`config.mk`:
```
export PLATFORM = sky130hd
export DESIGN_NAME = srs_top
export DESIGN_NICKNAME = d
export VERILOG_FILES = /design/src/rtl/srs_pkg.sv /design/src/rtl/srs_pulse.sv /design/src/rtl/srs_top.sv
export VERILOG_INCLUDE_DIRS = /design/src /design/src/rtl
export SDC_FILE = /design/constraint.sdc
export NUM_CORES = 2
export LEC_CHECK = 0
export CAP_MARGIN = 20
export CORE_MARGIN = 1
export CORE_UTILIZATION = 35
export CTS_CLUSTER_DIAMETER = 30
export CTS_CLUSTER_SIZE = 8
export DETAILED_ROUTE_END_ITERATION = 10
export DONT_BUFFER_PORTS = 1
export GPL_TIMING_DRIVEN = 1
export SYNTH_ARGS = -nofsm -noshare
export SYNTH_HDL_FRONTEND = slang
export SYNTH_SLANG_ARGS = --single-unit
```
`constraint.sdc`:
```
create_clock -name pclk -period 3.7 [get_ports pclk]
set_input_delay 0.74 -clock pclk [delete_from_list [all_inputs] [get_ports pclk]]
set_output_delay 0.74 -clock pclk [all_outputs]
set_load 0.01 [all_outputs]
```
`src/rtl/srs_defs.svh`:
```
// Offsets, field positions, reset values and timing counts of the relay signaling block
`ifndef SRS_DEFS_SVH
`define SRS_DEFS_SVH

// ----------------------------------------------------------------
// Register byte offsets
// ----------------------------------------------------------------
`define SRS_OFF_CTRL 12'h000
`define SRS_OFF_STATUS 12'h004
`define SRS_OFF_RESV 12'h008
`define SRS_OFF_RELAY 12'h00C
`define SRS_OFF_RSTAGE 12'h010
`define SRS_OFF_RACTIVE 12'h014
`define SRS_OFF_OFFS_BASE 12'h020
`define SRS_OFF_SLOT_BASE 12'h040

// ----------------------------------------------------------------
// Control and status fields
// ----------------------------------------------------------------
`define SRS_CTRL_SETUP_EN 0
`define SRS_CTRL_APPLY 1
`define SRS_CTRL_REINIT 2
`define SRS_CTRL_SEL_LO 4
`define SRS_STAT_SETUP_ACT 0
`define SRS_STAT_REINIT 1
`define SRS_STAT_APPLIED 2

// ----------------------------------------------------------------
// Slot configuration fields
// ----------------------------------------------------------------
`define SRS_SLOT_ASSIGN 0
`define SRS_SLOT_MODE 1
`define SRS_SLOT_LONG 2
`define SRS_SLOT_PRESET 3
`define SRS_SLOT_EN_LO 4
`define SRS_SLOT_EN_HI 8
`define SRS_SLOT_REL_LO 16
`define SRS_SLOT_CARD_HI 23
`define SRS_FS_MASK 5'h1C

// ----------------------------------------------------------------
// Reset values, offset limits and timing
// ----------------------------------------------------------------
`define SRS_RESV_RST 32'h0000_0000
`define SRS_OFFS_MIN (-40)
`define SRS_OFFS_MAX 20
`define SRS_CLK_HZ 100000000
`define SRS_PULSE_SHORT_MS 100
`define SRS_PULSE_LONG_MS 200

`endif

```
`src/rtl/srs_pkg.sv`:
```
// Types shared by the relay signaling block
package srs_pkg;
  typedef logic [31:0] srs_word_t;
  typedef enum logic {srs_p_idle, srs_p_high} srs_pstate_t;
endpackage

```
`src/rtl/srs_pulse.sv`:
```
// Impulse timer for one relay slot
`timescale 1ns/1ps
`include "srs_defs.svh"
module srs_pulse #(
  parameter int SHORT_CYC = `SRS_PULSE_SHORT_MS * (`SRS_CLK_HZ / 1000),
  parameter int LONG_CYC = `SRS_PULSE_LONG_MS * (`SRS_CLK_HZ / 1000)
) (
  input wire logic pclk,
  input wire logic presetn,
  input wire logic ce,
  input wire logic trig,
  input wire logic long_sel,
  output logic pulse
);
  import srs_pkg::*;

  srs_pstate_t state_r;
  logic trig_q_r;
  logic [31:0] cnt_r;

  always_ff @(posedge pclk or negedge presetn) begin
    if (!presetn) begin
      trig_q_r <= 1'b0;
    end else if (ce) begin
      trig_q_r <= trig;
    end
  end

  // Retrigger while high is ignored so the closure time stays exact
  always_ff @(posedge pclk or negedge presetn) begin
    if (!presetn) begin
      state_r <= srs_p_idle;
      cnt_r <= 32'h0000_0000;
    end else if (ce) begin
      case (state_r)
        srs_p_idle: begin
          if (trig && !trig_q_r) begin
            state_r <= srs_p_high;
            cnt_r <= long_sel ? 32'(LONG_CYC - 1) : 32'(SHORT_CYC - 1);
          end
        end
        srs_p_high: begin
          if (cnt_r == 32'h0000_0000) begin
            state_r <= srs_p_idle;
          end else begin
            cnt_r <= cnt_r - 32'h0000_0001;
          end
        end
        default: begin
          state_r <= srs_p_idle;
        end
      endcase
    end
  end

  assign pulse = (state_r == srs_p_high);

  // ----------------------------------------------------------------
  // Checks
  // ----------------------------------------------------------------
  logic [31:0] hi_cnt_r;
  logic [31:0] len_r;
  always_ff @(posedge pclk or negedge presetn) begin
    if (!presetn) begin
      hi_cnt_r <= 32'h0000_0000;
      len_r <= 32'h0000_0000;
    end else if (ce) begin
      hi_cnt_r <= pulse ? hi_cnt_r + 32'h0000_0001 : 32'h0000_0000;
      if (state_r == srs_p_idle && trig && !trig_q_r) begin
        len_r <= long_sel ? 32'(LONG_CYC) : 32'(SHORT_CYC);
      end
    end
  end

  chk_pulse_len: assert property (@(posedge pclk) disable iff (!presetn)
    (ce && pulse && cnt_r == 32'h0000_0000) |-> (hi_cnt_r + 32'h0000_0001 == len_r))
    else $error("impulse closure length wrong");

  chk_pulse_edge: assert property (@(posedge pclk) disable iff (!presetn)
    $rose(pulse) |-> ($past(trig) && !$past(trig_q_r)))
    else $error("impulse started without a rising trigger");
endmodule

```
`src/rtl/srs_top.sv`:
```
// Relay signaling and monitor setup block with APB register access
//
// Operation
// - Every source owns four relay slots, numbered 0 to 3, each bound to one relay or unassigned.
// - Each slot picks latching or impulse mode on its own.
// - A latching slot keeps its relay closed exactly while its trigger holds.
// - An impulse slot closes its relay for 100 ms or 200 ms when its trigger comes true, then opens it.
// - A relay shared by several slots is driven by the OR of their results.
// - All enabled conditions of a slot are ANDed together.
// - A slot fires only while its source is patched into a channel.
// - Five optional conditions exist: user key 1, user key 2, input selector, channel on, fader open.
// - A fader start preset enables input selector, channel on and fader open; the slot's own enable bits are ignored while it is set.
// - Relays are addressed by card number and relay number, sixteen to a card.
// - Relays reserved for system functions can not be driven by slots.
// - Conditions come from whatever channel the source is patched to.
// - Speaker level offsets range -20 dB to +10 dB in half dB steps and are shown on the panel.
// - The setup key works only while setup mode is enabled.
// - Monitor outputs are muted while a reinitialisation runs.
// - Edited monitor routing takes effect only after an apply command.
`timescale 1ns/1ps
`include "srs_defs.svh"
module srs_top #(
  parameter int NUM_SRC = 4,
  parameter int SLOTS = 4,
  parameter int NUM_CH = 8,
  parameter int NUM_RELAY = 32,
  parameter int NUM_SPK = 4,
  parameter int SHORT_CYC = `SRS_PULSE_SHORT_MS * (`SRS_CLK_HZ / 1000),
  parameter int LONG_CYC = `SRS_PULSE_LONG_MS * (`SRS_CLK_HZ / 1000)
) (
  input wire logic pclk,
  input wire logic presetn,
  input wire logic ce,
  input wire logic psel,
  input wire logic penable,
  input wire logic pwrite,
  input wire logic [11:0] paddr,
  input wire srs_pkg::srs_word_t pwdata,
  output srs_pkg::srs_word_t prdata,
  output logic pready,
  output logic pslverr,
  input wire logic [NUM_SRC-1:0] src_patched,
  input wire logic [$clog2(NUM_CH)-1:0] src_chan [NUM_SRC],
  input wire logic [NUM_CH-1:0] ch_key1,
  input wire logic [NUM_CH-1:0] ch_key2,
  input wire logic [NUM_CH-1:0] ch_on,
  input wire logic [NUM_CH-1:0] ch_fader_open,
  input wire logic [$clog2(NUM_SRC)-1:0] ch_insel_src [NUM_CH],
  input wire logic setup_key,
  input wire logic reinit_done,
  output logic [NUM_RELAY-1:0] relay_out,
  output logic mon_mute,
  output srs_pkg::srs_word_t mon_route,
  output logic [6:0] mon_disp_offset,
  output logic mon_disp_valid,
  output logic [NUM_SPK*7-1:0] mon_offsets
);
  import srs_pkg::*;

  localparam int NSLOT = NUM_SRC * SLOTS;
  localparam int CHW = $clog2(NUM_CH);
  localparam int SW = $clog2(NUM_SRC);
  localparam int RW = $clog2(NUM_RELAY);
  localparam int PW = $clog2(NUM_SPK);

  // ----------------------------------------------------------------
  // State
  // ----------------------------------------------------------------
  logic [31:0] slot_cfg_r [NSLOT];
  logic [6:0] offs_r [NUM_SPK];
  logic setup_en_r;
  logic [PW-1:0] spk_sel_r;
  logic [NUM_RELAY-1:0] resv_mask_r;
  logic [NUM_RELAY-1:0] relay_r;
  logic [NUM_RELAY-1:0] relay_nxt;
  srs_word_t rstage_r;
  srs_word_t ractive_r;
  logic reinit_r;
  logic key_s1_r;
  logic key_s2_r;
  logic setup_active;
  srs_word_t prdata_r;
  logic pslverr_r;

  // ----------------------------------------------------------------
  // APB decode
  // ----------------------------------------------------------------
  logic wr_en;
  logic rd_setup;
  logic [9:0] widx;
  logic is_slot;
  logic is_offs;
  logic is_fixed;
  logic [9:0] slot_i;
  logic [9:0] offs_i;
  logic apply_cmd;
  logic reinit_cmd;

  assign wr_en = ce && psel && penable && pwrite;
  assign rd_setup = ce && psel && !penable;
  assign widx = paddr[11:2];
  assign slot_i = widx - 10'(`SRS_OFF_SLOT_BASE >> 2);
  assign offs_i = widx - 10'(`SRS_OFF_OFFS_BASE >> 2);
  assign is_slot = (paddr >= `SRS_OFF_SLOT_BASE) && (slot_i < 10'(NSLOT));
  assign is_offs = (paddr >= `SRS_OFF_OFFS_BASE) && (offs_i < 10'(NUM_SPK));
  assign is_fixed = (paddr <= `SRS_OFF_RACTIVE);
  assign apply_cmd = wr_en && paddr == `SRS_OFF_CTRL && pwdata[`SRS_CTRL_APPLY];
  assign reinit_cmd = wr_en && paddr == `SRS_OFF_CTRL && pwdata[`SRS_CTRL_REINIT];

  // Zero wait states: read data is latched in the setup cycle
  assign pready = 1'b1;
  assign prdata = prdata_r;
  assign pslverr = pslverr_r;

  always_ff @(posedge pclk or negedge presetn) begin
    if (!presetn) begin
      prdata_r <= 32'h0000_0000;
      pslverr_r <= 1'b0;
    end else if (rd_setup) begin
      pslverr_r <= !(is_slot || is_offs || is_fixed);
      prdata_r <= 32'h0000_0000;
      if (is_slot) begin
        prdata_r <= slot_cfg_r[slot_i[$clog2(NSLOT)-1:0]];
      end else if (is_offs) begin
        prdata_r <= {25'h000_0000, offs_r[offs_i[PW-1:0]]};
      end else begin
        case (paddr)
          `SRS_OFF_CTRL: prdata_r <= 32'({spk_sel_r, 3'b000, setup_en_r}) ;
          `SRS_OFF_STATUS: prdata_r <= {29'h0000_0000, rstage_r == ractive_r, reinit_r, setup_active};
          `SRS_OFF_RESV: prdata_r <= 32'(resv_mask_r);
          `SRS_OFF_RELAY: prdata_r <= 32'(relay_r);
          `SRS_OFF_RSTAGE: prdata_r <= rstage_r;
          `SRS_OFF_RACTIVE: prdata_r <= ractive_r;
          default: prdata_r <= 32'h0000_0000;
        endcase
      end
    end
  end

  // ----------------------------------------------------------------
  // Configuration registers
  // ----------------------------------------------------------------
  always_ff @(posedge pclk or negedge presetn) begin
    if (!presetn) begin
      for (int i = 0; i < NSLOT; i++) begin
        slot_cfg_r[i] <= 32'h0000_0000;
      end
    end else if (wr_en && is_slot) begin
      slot_cfg_r[slot_i[$clog2(NSLOT)-1:0]] <= pwdata & 32'h00FF_01FF;
    end
  end

  always_ff @(posedge pclk or negedge presetn) begin
    if (!presetn) begin
      setup_en_r <= 1'b0;
      spk_sel_r <= '0;
      resv_mask_r <= NUM_RELAY'(`SRS_RESV_RST);
      rstage_r <= 32'h0000_0000;
    end else if (wr_en) begin
      if (paddr == `SRS_OFF_CTRL) begin
        setup_en_r <= pwdata[`SRS_CTRL_SETUP_EN];
        spk_sel_r <= pwdata[`SRS_CTRL_SEL_LO +: PW];
      end
      if (paddr == `SRS_OFF_RESV) begin
        resv_mask_r <= pwdata[NUM_RELAY-1:0];
      end
      if (paddr == `SRS_OFF_RSTAGE) begin
        rstage_r <= pwdata;
      end
    end
  end

  // Edited routing stays staged until apply
  always_ff @(posedge pclk or negedge presetn) begin
    if (!presetn) begin
      ractive_r <= 32'h0000_0000;
    end else if (apply_cmd) begin
      ractive_r <= rstage_r;
    end
  end

  // Set wins over the done strobe
  always_ff @(posedge pclk or negedge presetn) begin
    if (!presetn) begin
      reinit_r <= 1'b0;
    end else if (ce) begin
      if (reinit_cmd) begin
        reinit_r <= 1'b1;
      end else if (reinit_done) begin
        reinit_r <= 1'b0;
      end
    end
  end

  // ----------------------------------------------------------------
  // Monitor setup key and level offsets
  // ----------------------------------------------------------------
  always_ff @(posedge pclk or negedge presetn) begin
    if (!presetn) begin
      key_s1_r <= 1'b0;
      key_s2_r <= 1'b0;
    end else if (ce) begin
      key_s1_r <= setup_key;
      key_s2_r <= key_s1_r;
    end
  end

  assign setup_active = setup_en_r && key_s2_r;

  // Half dB units cover both step sizes
  function automatic logic [6:0] clamp_offs(input logic [6:0] v);
    logic signed [6:0] s;
    s = signed'(v);
    if (s < 7'(`SRS_OFFS_MIN)) begin
      return 7'(`SRS_OFFS_MIN);
    end else if (s > 7'(`SRS_OFFS_MAX)) begin
      return 7'(`SRS_OFFS_MAX);
    end
    return v;
  endfunction

  for (genvar p = 0; p < NUM_SPK; p++) begin : g_spk
    always_ff @(posedge pclk or negedge presetn) begin
      if (!presetn) begin
        offs_r[p] <= 7'h00;
      end else if (wr_en && is_offs && offs_i == 10'(p) && setup_active) begin
        offs_r[p] <= clamp_offs(pwdata[6:0]);
      end
    end
    assign mon_offsets[p*7 +: 7] = offs_r[p];

    chk_offs_range: assert property (@(posedge pclk) disable iff (!presetn)
      (signed'(offs_r[p]) >= 7'sd0 - 7'sd40) && (signed'(offs_r[p]) <= 7'sd20))
      else $error("speaker offset out of range");
  end

  always_ff @(posedge pclk or negedge presetn) begin
    if (!presetn) begin
      mon_disp_offset <= 7'h00;
      mon_disp_valid <= 1'b0;
    end else if (ce) begin
      mon_disp_offset <= offs_r[spk_sel_r];
      mon_disp_valid <= setup_active;
    end
  end

  assign mon_mute = reinit_r;
  assign mon_route = ractive_r;

  // ----------------------------------------------------------------
  // Relay slots
  // ----------------------------------------------------------------
  logic [NSLOT-1:0] slot_drive;
  logic [NSLOT-1:0] slot_ok;
  logic [RW-1:0] slot_idx [NSLOT];

  for (genvar s = 0; s < NSLOT; s++) begin : g_slot
    localparam int SRC = s / SLOTS;
    logic [31:0] cfg;
    logic [CHW-1:0] ch;
    logic [4:0] cond;
    logic [4:0] en;
    logic [7:0] ridx;
    logic rvalid;
    logic trig;
    logic pulse;

    assign cfg = slot_cfg_r[s];
    assign ch = src_chan[SRC];
    assign cond = {ch_fader_open[ch], ch_on[ch], ch_insel_src[ch] == SW'(SRC), ch_key2[ch], ch_key1[ch]};
    assign en = cfg[`SRS_SLOT_PRESET] ? `SRS_FS_MASK : cfg[`SRS_SLOT_EN_HI:`SRS_SLOT_EN_LO];
    assign ridx = cfg[`SRS_SLOT_CARD_HI:`SRS_SLOT_REL_LO];
    assign rvalid = cfg[`SRS_SLOT_ASSIGN] && (ridx < 8'(NUM_RELAY)) && !resv_mask_r[ridx[RW-1:0]];
    assign trig = rvalid && src_patched[SRC] && ((en & ~cond) == 5'h00);

    srs_pulse #(
      .SHORT_CYC(SHORT_CYC),
      .LONG_CYC(LONG_CYC)
    ) u_pulse (
      .pclk(pclk),
      .presetn(presetn),
      .ce(ce),
      .trig(trig && cfg[`SRS_SLOT_MODE]),
      .long_sel(cfg[`SRS_SLOT_LONG]),
      .pulse(pulse)
    );

    assign slot_drive[s] = cfg[`SRS_SLOT_MODE] ? pulse : trig;
    assign slot_ok[s] = rvalid;
    assign slot_idx[s] = ridx[RW-1:0];

    chk_slot_and: assert property (@(posedge pclk) disable iff (!presetn)
      trig |-> (src_patched[SRC] && cfg[`SRS_SLOT_ASSIGN] && (!en[0] || ch_key1[ch]) && (!en[1] || ch_key2[ch])
        && (!en[2] || ch_insel_src[ch] == SW'(SRC)) && (!en[3] || ch_on[ch]) && (!en[4] || ch_fader_open[ch])))
      else $error("slot fired with a condition missing");

    chk_slot_preset: assert property (@(posedge pclk) disable iff (!presetn)
      cfg[`SRS_SLOT_PRESET] |-> (en == 5'h1C))
      else $error("fader start preset mask wrong");
  end

  // A relay shared by many slots sees the OR of all of them
  always_comb begin
    relay_nxt = '0;
    for (int s = 0; s < NSLOT; s++) begin
      if (slot_ok[s] && slot_drive[s]) begin
        relay_nxt[slot_idx[s]] = 1'b1;
      end
    end
    relay_nxt = relay_nxt & ~resv_mask_r;
  end

  always_ff @(posedge pclk or negedge presetn) begin
    if (!presetn) begin
      relay_r <= '0;
    end else if (ce) begin
      relay_r <= relay_nxt;
    end
  end

  assign relay_out = relay_r;

  // ----------------------------------------------------------------
  // Checks
  // ----------------------------------------------------------------
  chk_relay_or: assert property (@(posedge pclk) disable iff (!presetn)
    ce ##1 1'b1 |-> relay_out == $past(relay_nxt))
    else $error("relay does not follow slot OR");

  chk_resv_block: assert property (@(posedge pclk) disable iff (!presetn)
    $stable(resv_mask_r) |-> ((relay_out & resv_mask_r) == '0))
    else $error("reserved relay driven");

  chk_setup_gate: assert property (@(posedge pclk) disable iff (!presetn)
    (!setup_en_r && wr_en && is_offs) |=> $stable(mon_offsets))
    else $error("offset taken without setup mode");

  chk_reinit_mute: assert property (@(posedge pclk) disable iff (!presetn)
    reinit_cmd |=> mon_mute)
    else $error("monitors not muted during reinit");

  chk_apply_only: assert property (@(posedge pclk) disable iff (!presetn)
    !$stable(mon_route) |-> $past(apply_cmd))
    else $error("routing changed without apply");
endmodule

```
==> impl_metrics.env <==
export IMPL_clock_latency_ns=0.95
export IMPL_vias_per_cell=6.16
export IMPL_routed_wl_um=277000
export IMPL_vias=61600
export IMPL_std_cell_rows=156
export IMPL_drcViolationCount=0
export IMPL_hold_path_class="in2async"
export IMPL_cp_arrival_ns=4.44
export IMPL_synth_seq_area_share_pct=40.1
export IMPL_skew_ns=0.0892
export IMPL_setup_violations=0
export IMPL_max_cap_violations=0
export IMPL_clk_path_buf_depth=4
export IMPL_syn_num_nets=6834
export IMPL_path_class="reg2reg"
export IMPL_maxSlewHeadroom_pct=-14.2
export IMPL_final_cell_mix="dfrtp_1 (1,006), buf_4 (714), nor2_1 (627)"
export IMPL_slowest_delay_ns=0.48
export IMPL_io_pins=251
export IMPL_crit_top_cell="buf_4"
export IMPL_grt_usage_pct=29.4
export IMPL_status="finished, violations left"
export IMPL_die_w_um=428
export IMPL_required_ns=4.49
export IMPL_hpwl_um=197000
export IMPL_cts_sinks=1019
export IMPL_drt_iter0_drc=6509
export IMPL_drive_above_1_share_pct=28.4
export IMPL_cts_tree="done"
export IMPL_hold_viol_final=144
export IMPL_power_total_mw=45.0
export IMPL_synthArstFlopShare_pct=100
export IMPL_die_area_mm2=0.184
export IMPL_avgSynthCellArea_um2=9.50
export IMPL_failed_checks="negative hold slack, max-slew violations"
export IMPL_synth_distinct_cells=109
export IMPL_cp_max_fo=4
export IMPL_overflow=0
export IMPL_cpMaxStageDelayCell="dfrtp_2"
export IMPL_synth_flop_cell="dfrtp_1"
export IMPL_drv_slew=302
export IMPL_dr_pass1_iters=6
export IMPL_leakage_nw=34.4
export IMPL_finalCritPeriodShare_pct=98.7
export IMPL_final_nets=7515
export IMPL_wl_per_cell_um=27.7
export IMPL_layout_commonest_cell="dfrtp_1"
export IMPL_postPlaceCellArea_mm2=0.0715
export IMPL_antenna_found_initial=17
export IMPL_tightest_slew_ns=1.71
export IMPL_syn2layout_area_growth_pct=31.1
export IMPL_end_kind="register"
export IMPL_syn_area_mm2=0.0637
export IMPL_routabilityCongestion=1.10
export IMPL_synth_seq_cells=1019
export IMPL_crit_chain="buf_4, mux4_2, mux2_2, a22oi_1, o211a_1, and2_4, a22o_1, buf_4, nand3_1, buf_4, o32ai_1, a2111oi_0, a221oi_1"
export IMPL_syn_inst=6701
export IMPL_clkTransAtPathRegs_ns=0.04
export IMPL_io_buffer_count=0
export IMPL_power_density_mw_per_mm2=540
export IMPL_grt_pass1_wl_um=405000
export IMPL_cp_top_family="compound AO/OA/AOI/OAI gates"
export IMPL_cp_num_buf_inv=3
export IMPL_max_freq_ghz=0.274
export IMPL_fin_hold_ws_ns=-0.482
export IMPL_rsz0062_at_grt="yes"
export IMPL_cp_start_kind="register"
export IMPL_min_period_ns=3.65
export IMPL_ctsHtreeMaxLevel=5
export IMPL_synth_edf_count=0
export IMPL_stdcell_area_mm2=0.0835
export IMPL_die_h_um=428
export IMPL_cts_buffers=303
export IMPL_yosysWarnings=0
export IMPL_grt_pass1_vias=59600
export IMPL_core_mm2=0.181
export IMPL_cts_root_buf="clkbuf_16"
export IMPL_vdd_drop_max_mv=0.472
export IMPL_grt_max_degree=1020
export IMPL_initial_core_util_pct=35.2
export IMPL_ant_nets=0
==> synthesized netlist by cell type, types with 30 or more instances <==
master | number | area (um^2)
dfrtp_1 | 1019 | 25500
inv_1 | 191 | 717
a211o_1 | 34 | 298
nand3_1 | 120 | 601
or4_1 | 38 | 285
a21oi_1 | 377 | 1890
clkbuf_1 | 381 | 1430
mux2i_1 | 142 | 1420
buf_2 | 43 | 215
or3_1 | 128 | 801
nand2b_1 | 95 | 594
nand4_1 | 61 | 382
mux2_2 | 381 | 4290
nand2_1 | 485 | 1820
nor2b_1 | 81 | 507
nor4_1 | 76 | 475
a221oi_1 | 53 | 464
o22a_1 | 100 | 876
o22ai_1 | 95 | 594
a211oi_1 | 30 | 225
o31ai_1 | 103 | 773
a22oi_1 | 40 | 300
nor2_1 | 652 | 2450
a22o_1 | 41 | 359
a31oi_1 | 164 | 1030
nand3b_1 | 41 | 308
o21a_1 | 38 | 285
mux4_2 | 223 | 5020
and2_1 | 39 | 244
nor3_1 | 230 | 1150
or2_2 | 51 | 319
o21ai_0 | 533 | 2670
buf_1 | 35 | 131
==> layout make-up <==
type	instances	area (um^2)
Fill cell	16900	97300
Clock inverter	132	1920
Sequential cell	1019	25500
Inverter	195	732
Tap cell	2370	2970
Antenna cell	21	52.6
Multi-Input combinational cell	5014	36100
Timing Repair Buffer	849	7640
Clock buffer	399	8570
==> metal layers <==
metal  vias to the layer above  share of wire, %  wire, um  GRT usage (%)
met3                       888               8.4     23200           7.22
met5                         -             0.031        87              0
met4                        12               7.8     21700           20.0
li1                      26800                 -         -              -
met2                      3034                44    122000           44.3
met1                     30800                40    110000           37.2
==> sequential cells by signal, summed over array words and instances, names as in the netlist, 28 cells and up <==
register / cells
resv_mask_r: 32
rstage_r: 32
mon_offsets: 28
prdata: 32
g_slot.cfg: 272
relay_out: 32
g_slot.u_pulse.cnt_r: 512
mon_route: 32
==> per-stage QoR <==
| stage | instances | TNS, ns | utilization, % | hold slack (ns) | worst slack (ns) |
|---|---|---|---|---|---|
| CTS | 9952 | 0 | 45.7 | -0.472 | 0.000105 |
| detailed placement | 9379 | -30.27 | 39.6 | 0.463 | -0.627 |
| global placement | 9377 | -25.35 | 39.6 | 0.455 | -1.11 |
| finish | 9999 | 0 | 46.2 | -0.482 | 0.0473 |
| floorplan | 6701 | 0 | - | 0.436 | 0.0721 |
| global route | 9985 | -0.0654 | 46.2 | -0.521 | -0.0277 |
==> worst register-to-register path: stages, from the launching register on <==
cell       delay [ns]
dfrtp_2          0.48
buf_4            0.17
mux4_2           0.44
mux2_2           0.28
a22oi_1          0.25
o211a_1          0.33
and2_4           0.20
a22o_1           0.16
buf_4            0.16
nand3_1          0.13
buf_4            0.19
o32ai_1          0.23
a2111oi_0        0.17
a221oi_1         0.32
==> kinds of logic after synthesis <==
| logic type | after synthesis | synth area share, % |
|---|---|---|
| simple gates | 2270 | 18.0 |
| compound gates | 1947 | 20.1 |
| flops | 1019 | 40.1 |
| mux | 746 | 16.9 |
| buf+inv | 668 | 4.13 |
| xor+xnor | 32 | 0.440 |
| fa+ha+maj | 18 | 0.350 |
| other cells | 1 | 0.00589 |
==> power by group <==
| part | internal, mW | switching (mW) | total [mW] | leakage, nW |
|---|---|---|---|---|
| registers | 12.3 | 1.36 | 13.7 | 13.0 |
| clock network | 19.2 | 7.58 | 26.8 | 5.14 |
| logic | 1.87 | 2.68 | 4.55 | 16.3 |
==> final timing paths <==
| check | start | end | slack [ns] | depth (start not counted) |
|---|---|---|---|---|
| min in group pclk | ce | mon_disp_offset[4] | 0.07 | 1 |
| max in group asynchronous | presetn | g_slot[11].u_pulse.cnt_r[22] | 0.97 | 3 |
| worst min register to register | g_slot[8].u_pulse.cnt_r[29] | g_slot[8].u_pulse.cnt_r[29] | 0.46 | 1 |
| worst min-delay path | presetn | g_slot[2].u_pulse.cnt_r[0] | -0.48 | 0 |
| worst max-delay path | resv_mask_r[24] | relay_out[3] | 0.05 | 13 |
| worst max register to register | resv_mask_r[24] | relay_out[3] | 0.05 | 13 |
==> what timing repair did <==
action	CTS	global route
gates resized for setup	27	87
buffers inserted	0	14
endpoints found under the setup margin	105	197
hold endpoints to repair	1350	9
hold buffers	42	2
cloned	0	4
pin swaps	4	19
Power figures use the tool's default switching activity.
